<file path="src/rtl/pllld_defines.svh">
// Offsets, field positions, reset values and timing counts of the lock detector
`ifndef PLLLD_DEFINES_SVH
`define PLLLD_DEFINES_SVH
// Register offsets
`define PLLLD_OFS_LD_CFG 8'h07
`define PLLLD_OFS_PIN_CFG 8'h0f
`define PLLLD_OFS_STATUS 8'h12
// Reset values
`define PLLLD_LD_CFG_RST 24'h00014d
`define PLLLD_PIN_CFG_RST 24'h000001
// Field positions
`define PLLLD_STATUS_LOCK_BIT 1
`define PLLLD_PIN_SEL_LOCK 5'h01
`define PLLLD_PIN_SEL_TIMER 5'h02
// Required hit counts per code
`define PLLLD_HITS_0 17'h00005
`define PLLLD_HITS_1 17'h00020
`define PLLLD_HITS_2 17'h00060
`define PLLLD_HITS_3 17'h00100
`define PLLLD_HITS_4 17'h00200
`define PLLLD_HITS_5 17'h00800
`define PLLLD_HITS_6 17'h02000
`define PLLLD_HITS_7 17'h0ffff
// Timing
`define PLLLD_CLK_PERIOD_NS 20
`define PLLLD_ANALOG_WIN_NS 10
`define PLLLD_CYC_OF_TENTHS(t) (((t) / (`PLLLD_CLK_PERIOD_NS * 10)) > 0 ? ((t) / (`PLLLD_CLK_PERIOD_NS * 10)) : 1)
`define PLLLD_ANALOG_WIN_CYC `PLLLD_CYC_OF_TENTHS(`PLLLD_ANALOG_WIN_NS * 10)
`endif

</file>
<file path="src/rtl/pllld_pkg.sv">
// Types shared by the lock detector
package pllld_pkg;
  // Lock detect configuration word
  typedef struct packed {
    logic [11:0] rsvd_hi;
    logic [1:0] timer_speed;
    logic [2:0] win_duration;
    logic digital_win;
    logic [1:0] rsvd_lo;
    logic enable;
    logic [2:0] hit_code;
  } pllld_cfg_t;
  // Pin routing word
  typedef struct packed {
    logic [16:0] rsvd_hi;
    logic share_off;
    logic rsvd5;
    logic [4:0] out_sel;
  } pllld_pin_cfg_t;
  // Comparison state
  typedef enum logic [1:0] {PLLLD_IDLE, PLLLD_WAIT_DIV, PLLLD_WAIT_REF} pllld_state_t;
endpackage : pllld_pkg

</file>
<file path="src/rtl/pllld_lock_detector.sv">
// Digital lock detector with register port and shared lock/serial-out pin
`timescale 1ns/1ns
`default_nettype none
`include "pllld_defines.svh"

// Behaviour
// - Enable bit gates all lock detection
// - Only arrival difference magnitude is measured
// - Lock after consecutive in-window comparisons
// - Hit code decodes to 5..65535 hits
// - Window bit selects analog 10ns or digital
// - Duration field sets timer window cycles
// - Speed field sets lock timer rate
// - Lock timer clock observable on test pin
// - Window length follows speed-duration matrix
// - Lock flag readable in status register
// - Lock source drives pin with lock
// - Pin shows read data during reads
module pllld_lock_detector
  import pllld_pkg::*;
(
  // Clock, reset, enable
  input wire logic core_clk_i,
  input wire logic rstn_i,
  input wire logic ce_i,
  // Phase comparator edges, asynchronous: bit 0 reference, bit 1 divided oscillator
  input wire logic [1:0] phase_comparator_edge_i,
  // Register port from the serial engine
  input wire logic reg_wr_i,
  input wire logic reg_rd_i,
  input wire logic [7:0] reg_addr_i,
  input wire logic [23:0] reg_wdata_i,
  output logic [23:0] reg_rdata_o,
  // Serial read data from the serial engine
  input wire logic sdo_read_active_i,
  input wire logic sdo_data_i,
  // Pins
  output logic lock_or_serial_out_pin_o,
  output logic gpo_test_o,
  output logic lock_indicator_o
);

  // Digital window matrix in tenths of ns, index {speed, duration}
  localparam logic [11:0] WIN_TENTHS [32] = '{
    12'd65, 12'd80, 12'd110, 12'd170, 12'd290, 12'd530, 12'd1000, 12'd1950,
    12'd70, 12'd89, 12'd128, 12'd210, 12'd360, 12'd680, 12'd1300, 12'd2550,
    12'd71, 12'd92, 12'd133, 12'd220, 12'd380, 12'd720, 12'd1380, 12'd2720,
    12'd76, 12'd102, 12'd154, 12'd260, 12'd470, 12'd880, 12'd1720, 12'd3380};
  localparam logic [5:0] ANALOG_CYC = 6'(`PLLLD_ANALOG_WIN_CYC);

  pllld_cfg_t cfg_reg; // Lock detect configuration
  pllld_pin_cfg_t pin_cfg_reg; // Pin routing
  pllld_state_t state_reg, state_next; // Comparison state
  logic [1:0] sync_meta_reg, sync_reg, prev_reg; // Edge synchronisers
  logic [5:0] diff_reg, diff_next; // Cycles since first edge
  logic [15:0] hit_cnt_reg, hit_cnt_next; // Consecutive hits
  logic lock_reg, lock_next; // Lock flag
  logic [1:0] ring_div_reg; // Lock timer divider
  logic ring_clk_reg; // Lock timer clock model
  logic pin_reg; // Registered shared pin
  logic gpo_reg; // Registered test pin
  logic [23:0] rdata_reg; // Read data

  // Decoded wires
  wire logic ref_rise = sync_reg[0] & ~prev_reg[0];
  wire logic div_rise = sync_reg[1] & ~prev_reg[1];
  wire logic [11:0] win_tenths = WIN_TENTHS[{cfg_reg.timer_speed, cfg_reg.win_duration}];
  wire logic [5:0] digital_cyc = 6'(`PLLLD_CYC_OF_TENTHS(win_tenths));
  wire logic [5:0] win_cyc = cfg_reg.digital_win ? digital_cyc : ANALOG_CYC;
  wire logic [6:0] arrival = {1'b0, diff_reg} + 7'h01;
  // Required consecutive hits for the programmed code
  wire logic [16:0] hit_need =
    (cfg_reg.hit_code == 3'h0) ? `PLLLD_HITS_0 :
    (cfg_reg.hit_code == 3'h1) ? `PLLLD_HITS_1 :
    (cfg_reg.hit_code == 3'h2) ? `PLLLD_HITS_2 :
    (cfg_reg.hit_code == 3'h3) ? `PLLLD_HITS_3 :
    (cfg_reg.hit_code == 3'h4) ? `PLLLD_HITS_4 :
    (cfg_reg.hit_code == 3'h5) ? `PLLLD_HITS_5 :
    (cfg_reg.hit_code == 3'h6) ? `PLLLD_HITS_6 : `PLLLD_HITS_7;
  // Write decode; the status offset has no write path
  wire logic wr_cfg = reg_wr_i && (reg_addr_i == `PLLLD_OFS_LD_CFG);
  wire logic wr_pin = reg_wr_i && (reg_addr_i == `PLLLD_OFS_PIN_CFG);
  wire logic [23:0] status_word = 24'(lock_reg) << `PLLLD_STATUS_LOCK_BIT;
  // Read selection; unmapped offsets read zero
  wire logic [23:0] rd_mux =
    (reg_addr_i == `PLLLD_OFS_LD_CFG) ? cfg_reg :
    (reg_addr_i == `PLLLD_OFS_PIN_CFG) ? pin_cfg_reg :
    (reg_addr_i == `PLLLD_OFS_STATUS) ? status_word : 24'h000000;
  // Shared pin and test pin sources
  wire logic pin_lock_sel = (pin_cfg_reg.out_sel == `PLLLD_PIN_SEL_LOCK);
  wire logic pin_serial = ~pin_cfg_reg.share_off & sdo_read_active_i;
  wire logic pin_value = pin_serial ? sdo_data_i : (pin_lock_sel & lock_reg);
  wire logic gpo_value = (pin_cfg_reg.out_sel == `PLLLD_PIN_SEL_TIMER) & ring_clk_reg;

  // Comparison and hit counting
  always_comb begin
    logic hit;
    logic miss;
    hit = 1'b0;
    miss = 1'b0;
    state_next = state_reg;
    diff_next = diff_reg;
    unique case (state_reg)
      PLLLD_IDLE: begin
        // Waiting for the first edge of a comparison
        diff_next = 6'h00;
        // Either edge may come first; only the gap counts
        if (ref_rise && div_rise) begin
          hit = 1'b1;
        end else if (ref_rise) begin
          state_next = PLLLD_WAIT_DIV;
        end else if (div_rise) begin
          state_next = PLLLD_WAIT_REF;
        end
      end
      PLLLD_WAIT_DIV, PLLLD_WAIT_REF: begin
        // A comparison is open; count the gap
        diff_next = arrival[5:0];
        if ((state_reg == PLLLD_WAIT_DIV) ? div_rise : ref_rise) begin
          // Partner edge arrived
          hit = (arrival < {1'b0, win_cyc});
          miss = ~hit;
          state_next = PLLLD_IDLE;
        end else if (ref_rise || div_rise || (arrival >= {1'b0, win_cyc})) begin
          // Same edge twice or window expired
          miss = 1'b1;
          state_next = PLLLD_IDLE;
        end
      end
    endcase
    // Count and flag hold unless a comparison ends or detection is disabled
    hit_cnt_next = hit_cnt_reg;
    lock_next = lock_reg;
    if (!cfg_reg.enable) begin
      // Disabled: everything held clear
      state_next = PLLLD_IDLE;
      diff_next = 6'h00;
      hit_cnt_next = 16'h0000;
      lock_next = 1'b0;
    end else if (miss) begin
      hit_cnt_next = 16'h0000;
      lock_next = 1'b0;
    end else if (hit) begin
      // Saturate and declare lock at the programmed count
      if ({1'b0, hit_cnt_reg} + 17'h00001 >= hit_need) begin
        lock_next = 1'b1;
        hit_cnt_next = hit_need[15:0] == 16'h0000 ? 16'hffff : hit_need[15:0];
      end else begin
        hit_cnt_next = hit_cnt_reg + 16'h0001;
      end
    end
  end

  // Edge synchronisers; the pins are asynchronous, so two flops come before any logic
  always_ff @(posedge core_clk_i or negedge rstn_i) begin
    if (!rstn_i) begin
      // Both pins idle low, so no false edge follows reset
      sync_meta_reg <= 2'h0;
      sync_reg <= 2'h0;
      prev_reg <= 2'h0;
    end else if (ce_i) begin
      // The second and third flops feed the edge detectors; the first never does
      sync_meta_reg <= phase_comparator_edge_i;
      sync_reg <= sync_meta_reg;
      prev_reg <= sync_reg;
    end
  end

  // Detector state
  always_ff @(posedge core_clk_i or negedge rstn_i) begin
    if (!rstn_i) begin
      // No comparison open and no lock after reset
      state_reg <= PLLLD_IDLE;
      diff_reg <= 6'h00;
      hit_cnt_reg <= 16'h0000;
      lock_reg <= 1'b0;
    end else if (ce_i) begin
      // State moves only while ce_i is high
      state_reg <= state_next;
      diff_reg <= diff_next;
      hit_cnt_reg <= hit_cnt_next;
      lock_reg <= lock_next;
    end
  end

  // Registers
  always_ff @(posedge core_clk_i or negedge rstn_i) begin
    if (!rstn_i) begin
      // Power-on configuration
      cfg_reg <= `PLLLD_LD_CFG_RST;
      pin_cfg_reg <= `PLLLD_PIN_CFG_RST;
      rdata_reg <= 24'h000000;
    end else if (ce_i) begin
      // Writes land at the edge that takes them
      if (wr_cfg) begin
        cfg_reg <= reg_wdata_i;
      end
      if (wr_pin) begin
        pin_cfg_reg <= reg_wdata_i;
      end
      // Read data is captured once and held until the next read
      if (reg_rd_i) begin
        rdata_reg <= rd_mux;
      end
    end
  end

  // Lock timer clock model, slower for higher speed codes
  always_ff @(posedge core_clk_i or negedge rstn_i) begin
    if (!rstn_i) begin
      ring_div_reg <= 2'h0;
      ring_clk_reg <= 1'b0;
    end else if (ce_i) begin
      // Stopped while detection is off; otherwise flip after speed+1 cycles
      if (!cfg_reg.enable || ring_div_reg >= cfg_reg.timer_speed) begin
        ring_div_reg <= 2'h0;
        ring_clk_reg <= cfg_reg.enable & ~ring_clk_reg;
      end else begin
        // Still counting toward the next flip
        ring_div_reg <= ring_div_reg + 2'h1;
      end
    end
  end

  // Pin outputs
  always_ff @(posedge core_clk_i or negedge rstn_i) begin
    if (!rstn_i) begin
      // Pins low in reset
      pin_reg <= 1'b0;
      gpo_reg <= 1'b0;
    end else if (ce_i) begin
      // Registered so the pins never glitch
      pin_reg <= pin_value;
      gpo_reg <= gpo_value;
    end
  end

  assign reg_rdata_o = rdata_reg;
  assign lock_or_serial_out_pin_o = pin_reg;
  assign gpo_test_o = gpo_reg;
  assign lock_indicator_o = lock_reg;

  // Checks
  // Disabled detector keeps count and lock clear
  disabled_clear_a: assert property (@(posedge core_clk_i) disable iff (!rstn_i)
    (ce_i && !cfg_reg.enable) |=> (hit_cnt_reg == 16'h0000) && !lock_reg)
    else $error("count or lock not cleared while disabled");
  // Lock only rises on the hit that completes the count
  lock_needs_hits_a: assert property (@(posedge core_clk_i) disable iff (!rstn_i)
    $rose(lock_reg) |-> ({1'b0, $past(hit_cnt_reg)} + 17'h00001 >= $past(hit_need)))
    else $error("lock declared before enough hits");
  // A window that runs out without the partner edge is a miss
  miss_clears_a: assert property (@(posedge core_clk_i) disable iff (!rstn_i)
    (ce_i && cfg_reg.enable && state_reg != PLLLD_IDLE && !ref_rise && !div_rise
     && arrival >= {1'b0, win_cyc}) |=> !lock_reg && (hit_cnt_reg == 16'h0000))
    else $error("out-of-window comparison kept lock");
  // A partner edge that comes too late is a miss as well
  late_partner_a: assert property (@(posedge core_clk_i) disable iff (!rstn_i)
    (ce_i && cfg_reg.enable && arrival >= {1'b0, win_cyc}
     && ((state_reg == PLLLD_WAIT_DIV && div_rise) || (state_reg == PLLLD_WAIT_REF && ref_rise)))
    |=> !lock_reg && (hit_cnt_reg == 16'h0000))
    else $error("late partner edge kept lock");
  // Code zero asks for five hits
  hit_code_five_a: assert property (@(posedge core_clk_i) disable iff (!rstn_i)
    (cfg_reg.hit_code == 3'h0) |-> (hit_need == 17'h00005))
    else $error("hit code zero does not need five hits");
  // Analog window is the fixed one-shot length
  analog_window_a: assert property (@(posedge core_clk_i) disable iff (!rstn_i)
    !cfg_reg.digital_win |-> (win_cyc == ANALOG_CYC))
    else $error("analog window length wrong");
  // Coincident edges are a zero gap and count as a hit
  both_edges_hit_a: assert property (@(posedge core_clk_i) disable iff (!rstn_i)
    (ce_i && cfg_reg.enable && state_reg == PLLLD_IDLE && ref_rise && div_rise && !lock_reg
     && hit_cnt_reg == 16'h0000 && hit_need > 17'h00001) |=> (hit_cnt_reg == 16'h0001))
    else $error("coincident edges not counted as hit");
  // Lock holds while no comparison is open
  lock_steady_a: assert property (@(posedge core_clk_i) disable iff (!rstn_i)
    (ce_i && cfg_reg.enable && lock_reg && state_reg == PLLLD_IDLE && !ref_rise && !div_rise) |=> lock_reg)
    else $error("lock dropped without a miss");
  // Status read returns the lock flag
  status_read_a: assert property (@(posedge core_clk_i) disable iff (!rstn_i)
    (ce_i && reg_rd_i && reg_addr_i == `PLLLD_OFS_STATUS) |=> (reg_rdata_o[1] == $past(lock_reg)))
    else $error("status bit does not show lock");
  // Shared pin follows lock when lock is routed to it
  pin_lock_a: assert property (@(posedge core_clk_i) disable iff (!rstn_i)
    (ce_i && pin_lock_sel && !pin_serial) |=> (lock_or_serial_out_pin_o == $past(lock_reg)))
    else $error("pin does not follow lock");
  // Shared pin stays low when neither lock nor read data is routed to it
  pin_off_lock_a: assert property (@(posedge core_clk_i) disable iff (!rstn_i)
    (ce_i && !pin_lock_sel && !pin_serial) |=> !lock_or_serial_out_pin_o)
    else $error("pin shows lock while another source is selected");
  // Shared pin carries read data while a read shifts out
  pin_serial_a: assert property (@(posedge core_clk_i) disable iff (!rstn_i)
    (ce_i && pin_serial) |=> (lock_or_serial_out_pin_o == $past(sdo_data_i)))
    else $error("pin does not carry read data");
  // Test pin quiet unless the lock timer clock is routed to it
  gpo_quiet_a: assert property (@(posedge core_clk_i) disable iff (!rstn_i)
    (ce_i && pin_cfg_reg.out_sel != `PLLLD_PIN_SEL_TIMER) |=> !gpo_test_o)
    else $error("test pin active while not selected");
  // Lock timer clock rests low while detection is off
  timer_stopped_a: assert property (@(posedge core_clk_i) disable iff (!rstn_i)
    (ce_i && !cfg_reg.enable) |=> !ring_clk_reg)
    else $error("lock timer runs while detection is off");

endmodule // pllld_lock_detector
`default_nettype wire

</file>
<file path="config.mk">
export PLATFORM = sky130hd
export DESIGN_NAME = pllld_lock_detector
export DESIGN_NICKNAME = d
export VERILOG_FILES = /design/src/rtl/pllld_pkg.sv /design/src/rtl/pllld_lock_detector.sv
export VERILOG_INCLUDE_DIRS = /design/src /design/src/rtl
export SDC_FILE = /design/constraint.sdc
export NUM_CORES = 1
export LEC_CHECK = 0
export ABC_AREA = 0
export BUFFER_PORTS_ARGS = -buffer_cell sky130_fd_sc_hd__buf_2
export CORE_MARGIN = 2
export CORE_UTILIZATION = 52
export DETAILED_ROUTE_END_ITERATION = 12
export PLACE_DENSITY = 0.81
export SLEW_MARGIN = 25
export SYNTH_ARGS = -nofsm -noshare
export SYNTH_HDL_FRONTEND = slang
export SYNTH_SLANG_ARGS = --single-unit
</file>
<file path="constraint.sdc">
create_clock -name core_clk_i -period 8.2 [get_ports core_clk_i]
set_input_delay 0.82 -clock core_clk_i [delete_from_list [all_inputs] [get_ports core_clk_i]]
set_output_delay 0.82 -clock core_clk_i [all_outputs]
set_load 0.01 [all_outputs]
</file>
After elaboration in Yosys (flattened, before gate mapping)
Memory sizes are Yosys's and may differ from the RTL's.
Cells that the tools add are included.
W data, S select, Z words.

operators by class
  divide/modulo/power cells = 1
  $lt $le $gt $ge = 6
  multiplexer cells = 41
  bitwise operators = 12
  eq/ne operators = 18
  reduce and logical (&&, ||, !) cells = 18
  $add $sub $neg = 4

operators by type and width
  kind                     count
  $mux W16                 12
  $mux W24                 2
  $div A12 B8 Y32 const B  1
  $gt A32 B1 Y1 const B    1
  $mux W12                 2
  $mux W6                  3
  $add A16 B1 Y17 const B  1
  $ge A17 B16 Y1           1
  $add A16 B1 Y16 const B  1
  $logic_not A16 Y1        1
  $mux W2                  8
  $pmux W6 S2              1
  $mux W1                  11
  $reduce_and A2 Y1        5
  $eq A3 B3 Y1 const B     3
  $eq A8 B3 Y1 const B     1
  $eq A8 B4 Y1 const B     1
  $eq A8 B5 Y1 const B     1
  $ne A4 B4 Y1 const B     2
  $add A6 B1 Y7 const B    1
  $ge A7 B6 Y1             1
  $lt A7 B6 Y1             1
  $and A1 B1 Y1            6
  $eq A3 B2 Y1 const B     2
  other kinds (22)         31

word-level totals
  bits in read-only memories = 384
  output and inout bits = 27
  flip-flop bits (word level) = 108
  memories = 1
  input bits = 41

memories
  name              depth  bits a word  read ports  clocked after Yosys merged registers in  write ports  line                       source
  (name not given)  32     12           1           0                                        0            pllld_lock_detector.sv:67  wire logic [11:0] win_tenths = WIN_TENTHS[{cfg_reg.timer_speed, cfg_reg.win_duration}];

Logic depth before layout (Yosys ltp)
  depth in word-level cells = 15
  gate-level depth with buffers = 31
  mapped depth without buffers = 29

Worst setup path before layout
OpenSTA, ideal clock, no wires.

  path type = register to register
  start point = register cfg_reg[8] (netlist bit)
  end point = register hit_cnt_reg[7]
  buffers on the path = 2
  slack = 1.537 ns
  data arrival time = 6.577 ns
  data required time = 8.113 ns
  cell stages (with the launch flop) = 31
  cell sequence = dfstp_2 > buf_2 > inv_1 > ha_1 > mux2_2 > a32oi_1 > o211ai_1 > and2_1 > ha_1 > nand2b_1 > a2111oi_2 > a21oi_1 > o21a_2 > a211oi_2 > o21ai_2 > maj3_2 > a2111oi_2 > o31ai_1 > o2111ai_1 > ha_1 > nor2b_1 > o21a_1 > o21a_1 > o21ai_0 > nand3b_1 > o21ai_0 > nand2_1 > a21oi_1 > clkbuf_1 > a31oi_1 > o211ai_1

on the way
  longest elaborated chain between the ends = 15
  elaborated cells on any way between the ends = 21

ends and longest elaborated chain
  element                                                         line                        source
  start, declared                                                 pllld_lock_detector.sv:51   pllld_cfg_t cfg_reg;
  start signal, assigned                                          pllld_lock_detector.sv:190  cfg_reg <= `PLLLD_LD_CFG_RST;
  start signal, assigned                                          pllld_lock_detector.sv:196  cfg_reg <= reg_wdata_i;
  $not A5 Y6 (not written as such) *                              pllld_lock_detector.sv:67
  $mem_v2 Z32 W12 *                                               -
  $mux W12 (not written as such) * (2 in a row)                   pllld_lock_detector.sv:67
  $div A12 B8 Y32 (no source line) *                              -
  $gt A32 B1 Y1 (no source line)                                  -
  $mux W6 (no source line) *                                      -
  $mux W6 *                                                       pllld_lock_detector.sv:69   wire logic [5:0] win_cyc = cfg_reg.digital_win ? digital_cyc : ANALOG_CYC;
  $ge A7 B6 Y1                                                    pllld_lock_detector.sv:124  end else if (ref_rise || div_rise || (arrival >= {1'b0, win_cyc})) begin
  $logic_or A1 B1 Y1                                              pllld_lock_detector.sv:124
  $mux W1                                                         pllld_lock_detector.sv:124
  $mux W1                                                         pllld_lock_detector.sv:119  if ((state_reg == PLLLD_WAIT_DIV) ? div_rise : ref_rise) begin
  $mux W1                                                         pllld_lock_detector.sv:103  unique case (state_reg)
  $ne A3 B1 Y1 (no source line) or $mux W16 (tied branches)       -
  $reduce_and A2 Y1 (no source line) or $mux W16 (tied branches)  -
  end signal, assigned                                            pllld_lock_detector.sv:181  hit_cnt_reg <= hit_cnt_next;
  end, declared                                                   pllld_lock_detector.sv:56   logic [15:0] hit_cnt_reg, hit_cnt_next;

Mark *: on every way between the ends. The rest lies on a longest branch, timed or not. The select of a mux whose other input is x is not followed.
A chain may end at the register's enable or synchronous reset.

Worst setup path in the final report
  start point = register cfg_reg[8] (netlist bit)
  end point = register hit_cnt_reg[4]

Same word-level chain as after synthesis.

==> qor.txt <==
Drt total wl - 16130 um
Vias - 5723
Slew HR - 31.98%
Final setup margin - 0.7365 ns
Final Critical Period - 7.463 ns
TritonCTS Buffers - 9
Design Area, Final - 7761 sq um
Met3 wire length - 696 um
PortBufs - 67
Root Buffer - clkbuf_16
Kind of cell adding the most delay to the critical path - compound AO/OA/AOI/OAI gates
Synth cell types - 79
Max layer used - met4
Layout Nets - 845
Max-Cap Viols - 0
Largest net degree at the start of global routing - 57
Die Area - 14450 sq um
Power Density - 172.1 nW/um^2
Fmax - 0.1340 GHz
DRT iter0 DRCs - 433
Worst EP required - 8.47 ns
Final Wtd Congestion - 0.9132
Post-CTS Setup Bufs - 0
Core ar. - 13190 sq um
Pins Over Slew Limit - 0
Routed length per instance - 16.97 um
CTS tree - done
Worst ir drop on vdd - 0.1097 mV
Hold Path End - reg_rdata_o[16]
RSZ-0062 raised after global routing - false
First-pass GRT wire length - 27560 um
Mapped Nets - 799
CP Buf/Inv Count - 1
R2R Path Start - cfg_reg[8]
H-tree depth - 3
R2R depth - 28
Commonest non-fill, non-tap cell in the layout - dfrtp_1
Non-filler cells in the finished layout - 951
Cell area after placement - 7452 sq um
R2r endpoint - hit_cnt_reg[4]
Worst path slowest cell - dfstp_2
Overflow after GRT - 0
Vias in the first global route - 5573
Residual DRC count - 0
TritonRoute pass-1 iters - 5
Clk buf depth - 2
Pre-CTS WS - 0.8400 ns
Synth warnings - 0
Share of layout cells above drive strength 1 - 21.94%
Pleak - 3.612 nW
Clk_lat worst skew - 0.36 ns
CP most frequent cell - ha_1
Post-synth EDFFs - 0
Initial antenna violation count - 0
Final HPWL DP - 11510 um
GRT Util Overall - 23.80%
Mapped Cells - 724
Most frequent cells in the layout - dfrtp_1, nand2_1, buf_2
Yosys reg bits - 108
Worst Setup Start Kind - flip-flop
Crit path max fanout - 18
Synth Flop Type - dfrtp_1
Final hold vios - 0
Slew @ Worst Pin - 1.020 ns
CTS Sinks - 108
Fin crit share - 91.02%
Antenna cells - 0
Met2 wire length - 7894 um
Hold_ws - 0.4732 ns
Hold Path Class - reg2reg
Asr flop ratio synth - 100.0%
Die height - 120.2 um
Setup TNS - 0 ns
# IOs - 68
Clk slew on worst S/H paths - 0.08 ns
Crit Path Category - reg2reg
Hold-critical path depth - 2
Final setup viols - 0
Placed insts - 935
Syn Std Cell Area - 7020 sq um
Row count - 42
Fin util - 58.84%
Post-Syn Area per Cell - 9.697 sq um
Total power - 1.336 mW
Worst path max stage delay - 0.74 ns
R2r setup slk - 0.74 ns
Antenna Nets Post-Route - 0
Via density - 6.018
Critical path endpoint category - flip-flop
Status - finished clean
Hold_sp - reg_rdata_o[16]
Post-synthesis sequential area ratio - 38.60%
Crit path arrival time - 7.74 ns
Initial Util - 53.23%
Layout overhead on the synthesized area - 10.55%
Clock Skew - 0.008934 ns
Die width - 120.2 um
Met1 Routed Length - 7216 um
## final cells by class
cell class | instances | area, sq um
fillers | 1141 | 5429
multi-input cells | 554 | 4058
flip-flops and latches | 108 | 2710
repair buffers | 72 | 375.4
clock buffers | 10 | 239.0
well taps | 176 | 220.2
inverters | 25 | 93.84
clock inverters | 6 | 65.06
## metal layers
layer  vias up  global-route usage [%]
met5         -                       0
met4         0                   7.353
met3        32                   4.387
met2       145                   39.56
met1      2785                   31.73
li1       2761                       -
## synth_stat cells (all sizes together), types with 9 or more instances
master	number	area (sq um)
a21oi	23	115.1
and2	9	56.30
buf	14	83.83
clkbuf	23	87.58
dfrtp	102	2552
ha	34	425.4
inv	25	93.84
mux2	52	585.6
mux2i	36	360.4
nand2	89	334.1
nand2b	12	75.07
nand3	25	125.1
nor2	37	138.9
nor2b	10	62.56
nor3	9	50.05
o21a	10	76.32
o21ai	34	173.9
o31ai	28	210.2
or2	9	56.30
xnor2	17	148.9
## tightest hold or removal path, stage by stage (launching register included)
cell	delay, ns
dfrtp_1	0.34
nand2_1	0.05
o31ai_1	0.05
## what timing repair did
action,4_1_cts,5_1_grt
hold buffers,0,0
resized for setup,0,1
setup endpoints to repair,0,4
## how the worst max path moves through the flow
stage	endpoint	slack [ns]	startpoint	cells past startpoint
final	hit_cnt_reg[4]	0.74	cfg_reg[8]	28
after global routing	hit_cnt_reg[4]	0.05	cfg_reg[8]	28
after CTS	hit_cnt_reg[10]	0.78	cfg_reg[8]	28
after detailed placement	hit_cnt_reg[10]	0.84	cfg_reg[8]	28
after global placement	hit_cnt_reg[4]	1.06	cfg_reg[8]	28
after floorplan	hit_cnt_reg[7]	1.54	cfg_reg[8]	30
## logic make-up (layout without fill, tap and decap cells)
family	Yosys count	after routing	share of synthesized area (%)
adder cells (fa/ha/maj)	39	39	6.790
buffers and inverters	62	113	3.778
flip-flops	108	108	38.60
XOR/XNOR	24	24	2.994
AO/OA/AOI/OAI	167	167	17.77
AND/OR/NAND/NOR	236	236	16.59
multiplexers	88	88	13.47
## report_power, final
part,internal (mW),switching [mW]
clock,0.224,0.217
sequential,0.546,0.0165
combinational,0.136,0.197
Power figures use the tool's default switching activity.
